--- config.mk ---
export PLATFORM = sky130hd
export DESIGN_NAME = fawu_top
export DESIGN_NICKNAME = d
export VERILOG_FILES = /design/src/rtl/fawu_pkg.sv /design/src/rtl/fawu_top.sv
export SDC_FILE = /design/constraint.sdc
export NUM_CORES = 1
export LEC_CHECK = 0
export ABC_AREA = 1
export BUFFER_PORTS_ARGS = -buffer_cell sky130_fd_sc_hd__buf_2
export CORE_MARGIN = 2
export CORE_UTILIZATION = 35
export DETAILED_ROUTE_END_ITERATION = 7
export HOLD_SLACK_MARGIN = 0.06
export MAX_ROUTING_LAYER = met4
export PLACE_DENSITY = 0.58
export SLEW_MARGIN = 30
export SYNTH_ARGS = -nofsm -noshare
export SYNTH_HDL_FRONTEND = slang
export SYNTH_SLANG_ARGS = --single-unit
--- constraint.sdc ---
create_clock -name mclk -period 3.47 [get_ports mclk]
set_clock_uncertainty 0.05 [all_clocks]
set_input_delay 0.1735 -clock mclk [delete_from_list [all_inputs] [get_ports mclk]]
set_output_delay 0.1735 -clock mclk [all_outputs]
set_load 0.05 [all_outputs]
--- src/rtl/fawu_pkg.sv ---
package fawu_pkg;
  // Register offsets on the register port
  localparam logic [7:0] ADDR_SOFT_RESET = 8'h01;
  localparam logic [7:0] ADDR_WDOG_CFG = 8'h03;
  localparam logic [7:0] ADDR_FLAGS = 8'h0B;
  localparam logic [7:0] ADDR_MASK = 8'h0C;
  localparam logic [7:0] ADDR_RESPONSE = 8'h0D;
  localparam logic [7:0] ADDR_CODE = 8'h0E;
  // Write address byte that services the watchdog
  localparam logic [7:0] WDOG_KICK_ADDR = 8'h10;
  // Widths
  localparam int REG_W = 16;
  localparam int CODE_W = 6;
  localparam int NCH = 4;
  localparam int NMON = 12;
  // Flag bit positions (mask uses the same layout)
  localparam int FLG_CH = 0;
  localparam int FLG_OT = 4;
  localparam int FLG_CRC = 5;
  localparam int FLG_WDT = 6;
  localparam int FLG_PG = 8;
  localparam int FLG_ALD = 12;
  localparam logic [15:0] FLG_STICKY = 16'h007F;
  // Watchdog config bits
  localparam int CFG_WEN = 0;
  localparam int CFG_WPD = 1;
  localparam int CFG_CRC_EN = 3;
  localparam int CFG_SAT_ONLY = 4;
  localparam int CFG_VOUT_HIZ = 5;
  localparam logic [15:0] CFG_RST = 16'h0000;
  // Response select fields, two bits each
  localparam int RSP_OC = 0;
  localparam int RSP_OT = 2;
  localparam int RSP_OUTF = 4;
  localparam int RSP_COMM = 6;
  localparam logic [1:0] RSP_NONE = 2'h0;
  localparam logic [1:0] RSP_LOAD_CODE = 2'h1;
  localparam logic [1:0] RSP_SHUTDOWN = 2'h2;
  localparam logic [1:0] CLAMP_TRACK = 2'h0;
  // Synchronised input vector layout
  localparam int IN_OC = 0;
  localparam int IN_COMP = 4;
  localparam int IN_SAT = 8;
  localparam int IN_SHORT = 12;
  localparam int IN_MAXV = 16;
  localparam int IN_OT = 20;
  localparam int IN_POS_OK = 21;
  localparam int IN_NEG_OK = 25;
  localparam int IN_ALD = 29;
  localparam int IN_W = 30;
  // Timing
  localparam int CLK_MHZ = 25;
  localparam int PERSIST_US = 500;
  localparam int CLEAR_US = 8;
  localparam int PERSIST_CYC = PERSIST_US * CLK_MHZ;
  localparam int CLEAR_CYC = CLEAR_US * CLK_MHZ;
  localparam int WDOG_MS0 = 10;
  localparam int WDOG_MS1 = 50;
  localparam int WDOG_MS2 = 100;
  localparam int WDOG_MS3 = 200;
endpackage

--- src/rtl/fawu_top.sv ---
`timescale 1ns/1ps
`default_nettype none
////////////////////////////////////////////////////////////////////////////////
// Contract
// RULE_01 - Open circuit over 500 us pulls alarm low
// RULE_02 - Compliance headroom lost over 500 us alarms
// RULE_03 - Option: compliance alarm only once converter saturated
// RULE_04 - Die over-temperature raises the alarm
// RULE_05 - Enabled watchdog timeout or frame error alarms
// RULE_06 - Voltage short over 500 us or max voltage
// RULE_07 - Alarm releases once unmasked conditions vanish
// RULE_08 - Converter-powered open circuit latches alarm low
// RULE_09 - Open-circuit action 10 shuts channel, no latch
// RULE_10 - Power-good reads one when enabled arms good
// RULE_11 - Flags stay set until written one
// RULE_12 - Any reset clears flags, taking 8 us
// RULE_13 - Cleared flag resets if condition persists
// RULE_14 - Mask register keeps flags off the pin
// RULE_15 - Response select with fixed priority order
// RULE_16 - Action 01 applies alarm code, sticks
// RULE_17 - Alarm code applied as immediate step
// RULE_18 - Watchdog enable and two-bit period select
// RULE_19 - Kick frame to 0x10 each period
// RULE_20 - Watchdog flag cleared by reset or disable
// RULE_21 - Reset leaves defaults, outputs disabled
// RULE_22 - Host resets after power-up, reads all flags
// RULE_23 - Persistence counters restart when condition drops
// RULE_24 - Full-tracking clamp mode 00 has transients
module fawu_top #(
  parameter int PERSIST_CYC = fawu_pkg::PERSIST_CYC,
  parameter int WDOG_CYC0 = fawu_pkg::WDOG_MS0 * 1000 * fawu_pkg::CLK_MHZ,
  parameter int WDOG_CYC1 = fawu_pkg::WDOG_MS1 * 1000 * fawu_pkg::CLK_MHZ,
  parameter int WDOG_CYC2 = fawu_pkg::WDOG_MS2 * 1000 * fawu_pkg::CLK_MHZ,
  parameter int WDOG_CYC3 = fawu_pkg::WDOG_MS3 * 1000 * fawu_pkg::CLK_MHZ
) (
  input wire logic mclk, // 25 MHz clock
  input wire logic rst_n, // Async reset, hardware pin or power-on
  input wire logic reg_wr, // Register write strobe
  input wire logic reg_rd, // Register read strobe
  input wire logic [7:0] reg_addr, // Register address
  input wire logic [15:0] reg_wdata, // Write data
  output logic [15:0] reg_rdata, // Read data, registered
  output logic reg_rvalid, // Read data valid pulse
  input wire logic frame_done, // Serial frame accepted pulse
  input wire logic [7:0] frame_addr, // Write address byte of that frame
  input wire logic frame_crc_err, // Frame check failed pulse
  input wire logic [3:0] current_out_en, // Current outputs enabled
  input wire logic [3:0] voltage_out_en, // Voltage outputs enabled
  input wire logic [3:0] conv_en, // Converter powers channel
  input wire logic [3:0] pos_arm_en, // Positive arm enabled
  input wire logic [3:0] neg_arm_en, // Negative arm enabled
  input wire logic [1:0] clamp_mode_field, // Converter clamp mode
  input wire logic [3:0] open_circuit_det, // Async: current output open
  input wire logic [3:0] compliance_low, // Async: headroom below limit
  input wire logic [3:0] conv_saturated, // Async: converter at its rail
  input wire logic [3:0] short_limit, // Async: voltage output in limit
  input wire logic [3:0] conv_at_max, // Async: converter at max voltage
  input wire logic over_temp, // Async: die above 150 C
  input wire logic [3:0] pos_rail_ok, // Async: positive arm above 4 V
  input wire logic [3:0] neg_rail_ok, // Async: negative arm below -3 V
  input wire logic autolearn_done_flag, // Async: clamp learning complete
  output logic alarm_pin_o, // Alarm pin drive level, always low
  output logic alarm_pin_oe, // Alarm pin pulled low while high
  output logic [3:0] chan_shutdown, // Converter and amplifier disable
  output logic code_override, // Outputs forced to alarm code
  output logic [5:0] alarm_code_out, // Alarm code to the converters
  output logic code_step, // Pulse: apply code now, no slew
  output logic vout_hiz, // Voltage outputs high impedance
  output logic flags_clearing // Flag clear in progress
);

  ////////////////////////////////////////////////////////////////////////////
  // Elaboration checks
  if (PERSIST_CYC < 1 || PERSIST_CYC > 16383)
    $error("PERSIST_CYC out of counter range");
  if (WDOG_CYC0 < 2 || WDOG_CYC1 < 2 || WDOG_CYC2 < 2 || WDOG_CYC3 < 2 ||
      WDOG_CYC0 > 16777215 || WDOG_CYC1 > 16777215 ||
      WDOG_CYC2 > 16777215 || WDOG_CYC3 > 16777215)
    $error("watchdog period out of counter range");

  // Whole module state
  typedef struct packed {
    logic [fawu_pkg::IN_W-1:0] s1; // Sync first stage
    logic [fawu_pkg::IN_W-1:0] s2; // Sync second stage
    logic [fawu_pkg::NMON-1:0][13:0] pcnt; // Persistence counters
    logic [15:0] flags; // Sticky fault flags
    logic [15:0] mask; // Fault flag mask
    logic [15:0] rsp; // Response select
    logic [5:0] code; // Alarm code
    logic [15:0] wcfg; // Watchdog config
    logic [23:0] wcnt; // Watchdog counter
    logic [3:0] latch; // Latched open-circuit alarms
    logic [3:0] shut; // Channel shutdowns
    logic code_act; // Alarm code applied
    logic [5:0] dac_code; // Code driven to converters
    logic step; // Step pulse
    logic [7:0] clr_cnt; // Flag clear countdown
    logic alarm; // Alarm pin pulled low
    logic [15:0] rdata; // Read data
    logic rvalid; // Read valid
  } fawu_st_t;

  localparam fawu_st_t ST_RST = '{clr_cnt: 8'(fawu_pkg::CLEAR_CYC),
                                  wcfg: fawu_pkg::CFG_RST, default: '0};
  localparam logic [13:0] PCNT_MAX = 14'(PERSIST_CYC);

  fawu_st_t q_ff;
  fawu_st_t nxt_q;

  // Saturating persistence counter step
  function automatic logic [13:0] fawu_persist(input logic cond, input logic [13:0] c);
    if (!cond)
      fawu_persist = '0;
    else if (c == PCNT_MAX)
      fawu_persist = c;
    else
      fawu_persist = c + 14'h0001;
  endfunction

  // Watchdog period in cycles from the period field
  function automatic logic [23:0] fawu_wdog_len(input logic [1:0] sel);
    case (sel)
      2'h0: fawu_wdog_len = 24'(WDOG_CYC0);
      2'h1: fawu_wdog_len = 24'(WDOG_CYC1);
      2'h2: fawu_wdog_len = 24'(WDOG_CYC2);
      default: fawu_wdog_len = 24'(WDOG_CYC3);
    endcase
  endfunction

  ////////////////////////////////////////////////////////////////////////////
  // Combinational decode
  logic [3:0] oc_c, comp_c, sh_c, oc_q, comp_q, sh_q, chf, pg;
  logic [11:0] mon;
  logic sat_only, ot, wen, kick, wd_to, crc_evt, soft_rst, clearing;
  logic [15:0] set_v, clr_v, live, newf;
  logic [1:0] act;
  logic [3:0] act_ch;

  always_comb
  begin
    nxt_q = q_ff;
    nxt_q.step = 1'b0;
    nxt_q.rvalid = 1'b0;
    clearing = (q_ff.clr_cnt != 8'h00);
    soft_rst = reg_wr && (reg_addr == fawu_pkg::ADDR_SOFT_RESET);
    // In full tracking the option waits for converter saturation
    sat_only = q_ff.wcfg[fawu_pkg::CFG_SAT_ONLY] &&
               (clamp_mode_field == fawu_pkg::CLAMP_TRACK); // RULE_24
    oc_c = q_ff.s2[fawu_pkg::IN_OC +: 4] & current_out_en;
    comp_c = q_ff.s2[fawu_pkg::IN_COMP +: 4] & current_out_en &
             (q_ff.s2[fawu_pkg::IN_SAT +: 4] | {4{~sat_only}}); // RULE_03
    sh_c = q_ff.s2[fawu_pkg::IN_SHORT +: 4] & voltage_out_en;
    mon = {sh_c, comp_c, oc_c};
    // Counters restart the moment a condition drops
    for (int i = 0; i < fawu_pkg::NMON; i++)
      nxt_q.pcnt[i] = fawu_persist(mon[i], q_ff.pcnt[i]); // RULE_23
    for (int i = 0; i < fawu_pkg::NCH; i++)
    begin
      oc_q[i] = (q_ff.pcnt[i] == PCNT_MAX); // RULE_01
      comp_q[i] = (q_ff.pcnt[i + 4] == PCNT_MAX); // RULE_02
      sh_q[i] = (q_ff.pcnt[i + 8] == PCNT_MAX); // RULE_06
    end
    chf = oc_q | comp_q | sh_q | q_ff.s2[fawu_pkg::IN_MAXV +: 4]; // RULE_06
    ot = q_ff.s2[fawu_pkg::IN_OT]; // RULE_04
    // Power-good: each enabled arm must be within its limit
    pg = conv_en & (~pos_arm_en | q_ff.s2[fawu_pkg::IN_POS_OK +: 4]) &
         (~neg_arm_en | q_ff.s2[fawu_pkg::IN_NEG_OK +: 4]); // RULE_10

    // Watchdog: a frame to the kick address restarts the count
    wen = q_ff.wcfg[fawu_pkg::CFG_WEN]; // RULE_18
    kick = frame_done && (frame_addr == fawu_pkg::WDOG_KICK_ADDR);
    wd_to = 1'b0;
    if (!wen || kick)
      nxt_q.wcnt = '0; // RULE_19
    else if (q_ff.wcnt == fawu_wdog_len(q_ff.wcfg[fawu_pkg::CFG_WPD +: 2]) - 24'h000001)
    begin
      nxt_q.wcnt = '0;
      wd_to = 1'b1; // RULE_19
    end
    else
      nxt_q.wcnt = q_ff.wcnt + 24'h000001;
    crc_evt = frame_crc_err && q_ff.wcfg[fawu_pkg::CFG_CRC_EN]; // RULE_05

    // Sticky flags: set wins over the write-one clear
    set_v = '0;
    set_v[fawu_pkg::FLG_CH +: 4] = chf;
    set_v[fawu_pkg::FLG_OT] = ot;
    set_v[fawu_pkg::FLG_CRC] = crc_evt; // RULE_05
    set_v[fawu_pkg::FLG_WDT] = wd_to; // RULE_05
    clr_v = (reg_wr && reg_addr == fawu_pkg::ADDR_FLAGS) ?
            (reg_wdata & fawu_pkg::FLG_STICKY) : 16'h0000;
    newf = set_v & ~q_ff.flags;
    if (clearing)
    begin
      // Flags held clear for the full clear time after any reset
      nxt_q.flags = '0; // RULE_12
      nxt_q.clr_cnt = q_ff.clr_cnt - 8'h01;
    end
    else
      nxt_q.flags = (q_ff.flags & ~clr_v) | set_v; // RULE_11 RULE_13
    if (!wen)
      nxt_q.flags[fawu_pkg::FLG_WDT] = 1'b0; // RULE_20

    // Open circuit on a converter-powered channel latches the pin
    for (int i = 0; i < fawu_pkg::NCH; i++)
    begin
      if (oc_q[i] && q_ff.rsp[fawu_pkg::RSP_OC +: 2] == fawu_pkg::RSP_SHUTDOWN)
        nxt_q.shut[i] = 1'b1; // RULE_09
      else if (oc_q[i] && conv_en[i] && !clearing)
        nxt_q.latch[i] = 1'b1; // RULE_08
      else if (clr_v[fawu_pkg::FLG_CH + i] || clearing)
        nxt_q.latch[i] = 1'b0; // RULE_08
    end

    // Response priority: temperature, then output, then link faults
    act = fawu_pkg::RSP_NONE;
    act_ch = '0;
    if (!clearing && newf[fawu_pkg::FLG_OT])
    begin
      act = q_ff.rsp[fawu_pkg::RSP_OT +: 2]; // RULE_15
      act_ch = 4'hF;
    end
    else if (!clearing && |newf[fawu_pkg::FLG_CH +: 4])
    begin
      act = q_ff.rsp[fawu_pkg::RSP_OUTF +: 2]; // RULE_15
      act_ch = newf[fawu_pkg::FLG_CH +: 4];
    end
    else if (!clearing && (newf[fawu_pkg::FLG_CRC] || newf[fawu_pkg::FLG_WDT]))
    begin
      act = q_ff.rsp[fawu_pkg::RSP_COMM +: 2]; // RULE_15
      act_ch = 4'hF;
    end
    if (act == fawu_pkg::RSP_LOAD_CODE)
    begin
      // Code stays applied after the fault goes away
      nxt_q.code_act = 1'b1; // RULE_16
      nxt_q.dac_code = q_ff.code; // RULE_16
      nxt_q.step = 1'b1; // RULE_17
    end
    else if (act == fawu_pkg::RSP_SHUTDOWN)
      nxt_q.shut = nxt_q.shut | act_ch;

    // Pin follows live unmasked conditions plus any latch
    live = '0;
    live[fawu_pkg::FLG_CH +: 4] = chf;
    live[fawu_pkg::FLG_OT] = ot;
    live[fawu_pkg::FLG_CRC] = q_ff.flags[fawu_pkg::FLG_CRC];
    live[fawu_pkg::FLG_WDT] = q_ff.flags[fawu_pkg::FLG_WDT];
    nxt_q.alarm = (|(live & ~q_ff.mask)) || (|q_ff.latch); // RULE_07 RULE_14

    // Register writes
    if (reg_wr)
    begin
      case (reg_addr)
        fawu_pkg::ADDR_WDOG_CFG: nxt_q.wcfg = reg_wdata;
        fawu_pkg::ADDR_MASK: nxt_q.mask = reg_wdata;
        fawu_pkg::ADDR_RESPONSE: nxt_q.rsp = reg_wdata;
        fawu_pkg::ADDR_CODE: nxt_q.code = reg_wdata[fawu_pkg::CODE_W-1:0];
        default: ;
      endcase
    end
    // Register reads, unmapped and write-only addresses read zero
    if (reg_rd)
    begin
      nxt_q.rvalid = 1'b1;
      case (reg_addr)
        fawu_pkg::ADDR_WDOG_CFG: nxt_q.rdata = q_ff.wcfg;
        fawu_pkg::ADDR_FLAGS:
        begin
          nxt_q.rdata = q_ff.flags;
          nxt_q.rdata[fawu_pkg::FLG_PG +: 4] = pg; // RULE_10
          nxt_q.rdata[fawu_pkg::FLG_ALD] = q_ff.s2[fawu_pkg::IN_ALD];
        end
        fawu_pkg::ADDR_MASK: nxt_q.rdata = q_ff.mask;
        fawu_pkg::ADDR_RESPONSE: nxt_q.rdata = q_ff.rsp;
        fawu_pkg::ADDR_CODE: nxt_q.rdata = {10'h000, q_ff.code};
        default: nxt_q.rdata = 16'h0000;
      endcase
    end

    // Software reset returns everything to defaults; syncs keep running
    if (soft_rst)
    begin
      nxt_q = ST_RST; // RULE_08 RULE_12 RULE_20 RULE_21
    end
    // Two-stage synchronisers shift on through a soft reset; only the
    // second stage reads the first, so a metastable value never fans out
    nxt_q.s1 = {autolearn_done_flag, neg_rail_ok, pos_rail_ok, over_temp, conv_at_max,
                short_limit, conv_saturated, compliance_low, open_circuit_det};
    nxt_q.s2 = q_ff.s1;
  end

  ////////////////////////////////////////////////////////////////////////////
  // State register, defaults at reset: outputs released and disabled
  always_ff @(posedge mclk or negedge rst_n)
  begin
    if (!rst_n)
      q_ff <= ST_RST; // RULE_21
    else
      q_ff <= nxt_q;
  end

  assign reg_rdata = q_ff.rdata;
  assign reg_rvalid = q_ff.rvalid;
  assign alarm_pin_o = 1'b0;
  assign alarm_pin_oe = q_ff.alarm;
  assign chan_shutdown = q_ff.shut;
  assign code_override = q_ff.code_act;
  assign alarm_code_out = q_ff.dac_code;
  assign code_step = q_ff.step;
  assign vout_hiz = q_ff.wcfg[fawu_pkg::CFG_VOUT_HIZ];
  assign flags_clearing = (q_ff.clr_cnt != 8'h00);
endmodule
`default_nettype wire

==> metrics.md <==
| Metric | Value |
|---|---|
| Combinational share of power | 8.6% |
| Setup crit start kind | flop |
| I/O pins | 123 |
| Crit path arrival time | 3290 ps |
| Max-slew violation count | 0 |
| Most common flop cell mapped by yosys | dfrtp_1 |
| Status | finished clean |
| XOR/XNOR share of the synthesized area | between 1 and 1.5% |
| Deepest clock path buffer count | 3 |
| Fin crit period | 2847 ps |
| Worst Hold Class | in -> reg |
| Mux contribution to synthesized area | 0% |
| # nets final | around 2500 |
| Slew HR | between 30 and 40% |
| Post-CTS Setup Inserts | 0 |
| Unrepaired setup endpoints after global routing | false |
| Adder-Cell Fraction of Synth Area | under 10% |
| Root buf cell | clkbuf_16 |
| Seq pwr share | 45.9% |
| Design Area, Final | 21380 sq um |
| Internal Power | approximately 7.3 mW |
| Crit Path Max Fanout | 11 |
| Netlist Area Pre-Place | about 18000 sq um |
| Largest family of logic cells by synthesized area | simple AND/OR/NAND/NOR gates |
| GP Congestion | about 0.91 |
| DP HPWL | ~33000 um |
| Via count | 15250 |
| Share of flip-flops with an asynchronous set or reset | between 90% and 100% |
| Site Rows | between 80 and 90 |
| Die extent in y | approximately 230 um |
| Avg Cell Area, Syn | between 8 and 9 sq um |
| Vias per std cell | 4.898 |
| Register area | 8887 sq um |
| Simple-gate portion of the synthesized area | about 26% |
| Global-route wire length before repair | about 75000 um |
| Number of CTS-inserted buffers | 42 |
| Ys Warns | 0 |
| EDFF count, synth | 0 |
| Pwr per Cell Area | about 460 nW/um^2 |
| Worst path required time | about 3900 ps |
| Total negative slack | 0 ps |
| Worst VDD drop | 0.2646 mV |
| Die area | around 53000 sq um |
| Synth top area share | 48.77% |
| Final WL | between 40000 and 50000 um |
| Grt ovf | 0 |
| Leakage | 9.425 nW |
| Routed Antenna Nets | 0 |
| FF+latch count, synth | roughly 360 |
| Max-cap violation count | 0 |
| Clk sink count | between 300 and 400 |
| Post-CTS Resized | 0 |
| Worst-Margin Slew | approximately 1000 ps |
| Die Width | roughly 230 um |
| GRT Total Usage | roughly 18% |
| Synth unique cells | 57 |
| Crit path kind | reg -> reg |
| Vias in the first global route | around 15000 |
| Starting Density | approximately a third |
| Fillers | 5068 |
| Share of layout cells above drive strength 1 | about 14% |
| Post-synthesis cell count | about 2200 |
| Most common cell in the synthesized netlist | dfrtp_1 |
| Crit. End Element | flop |
| IO buf count | around 120 |
| DRT iter0 DRCs | approximately 1000 |
| Final Cycle Share | between 80% and 90% |
| P_sw | ~2.4 mW |
| Clk slew on worst S/H paths | around 60 ps |
| Detailed Routing Iterations Pass 1 | 6 |
| P&R area growth vs syn | 18.36% |
| # H-tree levels | 2 |
| Sequential area share after synthesis | between 40% and 50% |
| Final setup vio count | 0 |
| Post-DP Area | roughly 19000 sq um |
| Sw frac | between 20% and 30% |
| Synth Area in Compound Gates | between 10% and 20% |
| Final Hold Vio Count | 0 |
| CTS tree | yes |
| Syn nets | 2338 |
| DRC errors left | 0 |
| Worst-Skew Late Latency | between 500 and 600 ps |
| Top cell type by total area after synthesis | dfrtp_1 |
| Top cells by area, synth | dfrtp_1 49%, nand2_1 7.3%, inv_1 6.8% |
| Multi-input logic area | between 7000 and 8000 sq um |
| Synth top cells by count | 352 x dfrtp_1, 351 x nand2_1, 329 x inv_1 |
| Antenna violations before repair | 1 |
| Fmax | 351.2 MHz |
| Core Box Area | around 51000 sq um |
| Clock power frac | between 40 and 50% |
| WL/cell | approximately 15 um |
| Pin count of the biggest net entering global routing | about 90 |
==> final timing paths <==
kind | start | endpoint | slack, ps | cells past startpoint
hold reg to reg | nxt_q[315] | q_ff[315] | 290 | 0
setup reg to reg | q_ff[18] | q_ff[39] | 620 | 15
hold / removal | reg_wr | q_ff[92] | 110 | 5
setup / recovery | q_ff[18] | q_ff[39] | 620 | 15
min in group asynchronous | rst_n | nxt_q[312] | 180 | 2
max in group asynchronous | rst_n | q_ff[86] | 2260 | 3
==> cell usage in the layout, fill, tap and decap left out, types with 40 or more instances in the layout <==
| cell type | instances |
|---|---|
| a21oi_1 | 100 |
| buf_2 | 120 |
| clkbuf_16 | 43 |
| dfrtp_1 | 352 |
| dlygate4sd3_1 | 64 |
| inv_1 | 329 |
| inv_2 | 40 |
| nand2_1 | 351 |
| nand3_1 | 111 |
| nand4_1 | 49 |
| nor2_1 | 289 |
| nor3_1 | 80 |
| o21ai_0 | 150 |
==> layer usage <==
metal | up-vias | wire length, um | GRT usage, %
met5 | - | 0 | -
met4 | 0 | 1015 | 5.665
li1 | 7569 | - | -
met1 | 7256 | 21190 | 23.04
met3 | 79 | 2227 | 3.039
met2 | 343 | 21340 | 28.14
==> timing repair <==
item / 4_1_cts / 5_1_grt
endpoints found under the setup margin: 0 / 0
hold endpoints to repair: 236 / 0
hold buffers: 64 / 0
==> cells by family after synthesis <==
family	after synthesis
xor gates and xnor gates	29
DFF	355
adders and majority gates	33
and+or+nand+nor	994
other	1
AOI/OAI and AO/OA	370
buffers and inverters	433
==> worst max-delay path, cell delays in order (launching register included) <==
cell,delay (ps)
dfrtp_1,360
inv_1,110
ha_1,210
nand3_1,120
nor2_1,140
inv_2,80
nor2_8,160
inv_4,100
nor2_2,260
inv_2,180
a21oi_1,200
nand2_1,70
o21ai_1,70
nand2_1,50
o21ai_0,60
dlygate4sd3_1,570
==> power by group through the flow <==
stage | Clock (mW) | Combinational (mW) | Sequential [mW]
2_1_floorplan | 0 | 0.491 | 4.53
3_3_place_gp | 0 | 0.775 | 4.55
3_5_place_dp | 0 | 0.790 | 4.55
4_1_cts | 4.57 | 0.850 | 4.48
5_1_grt | 4.74 | 0.945 | 4.50
6_report | 4.44 | 0.838 | 4.48
==> registers in the layout, indices dropped and copies added, names as in the netlist, 3 cells and up <==
signal,cells
alarm_code_out,6
chan_shutdown,4
live,3
nxt_q,30
q_ff,291
reg_rdata,16
==> through the flow <==
stage / instances / utilization, % / hold WS (ps) / power (mW) / setup WS [ps]
2_1_floorplan: 2215 / - / -172.1 / 5.017 / 1251
3_3_place_gp: 2973 / 37.77 / 188.5 / 5.322 / 943.4
3_5_place_dp: 2973 / 37.77 / 189.9 / 5.338 / 890.3
4_1_cts: 3111 / 41.73 / 76.93 / 9.897 / 635.6
5_1_grt: 3112 / 41.75 / 142.0 / 10.18 / 359.9
6_report: 3113 / 41.76 / 105.1 / 9.754 / 622.6
==> area by class of cell <==
cell class,instances,area share [%]
multi-input cells,1427,34.71
repair buffers,201,6.614
clock buffers,61,5.818
clock inverters,13,0.6848
well taps,680,3.980
diodes,2,0.02341
inverters,374,6.602
flip-flops and latches,355,41.57
Note: power is estimated with default switching activity, not from simulation.
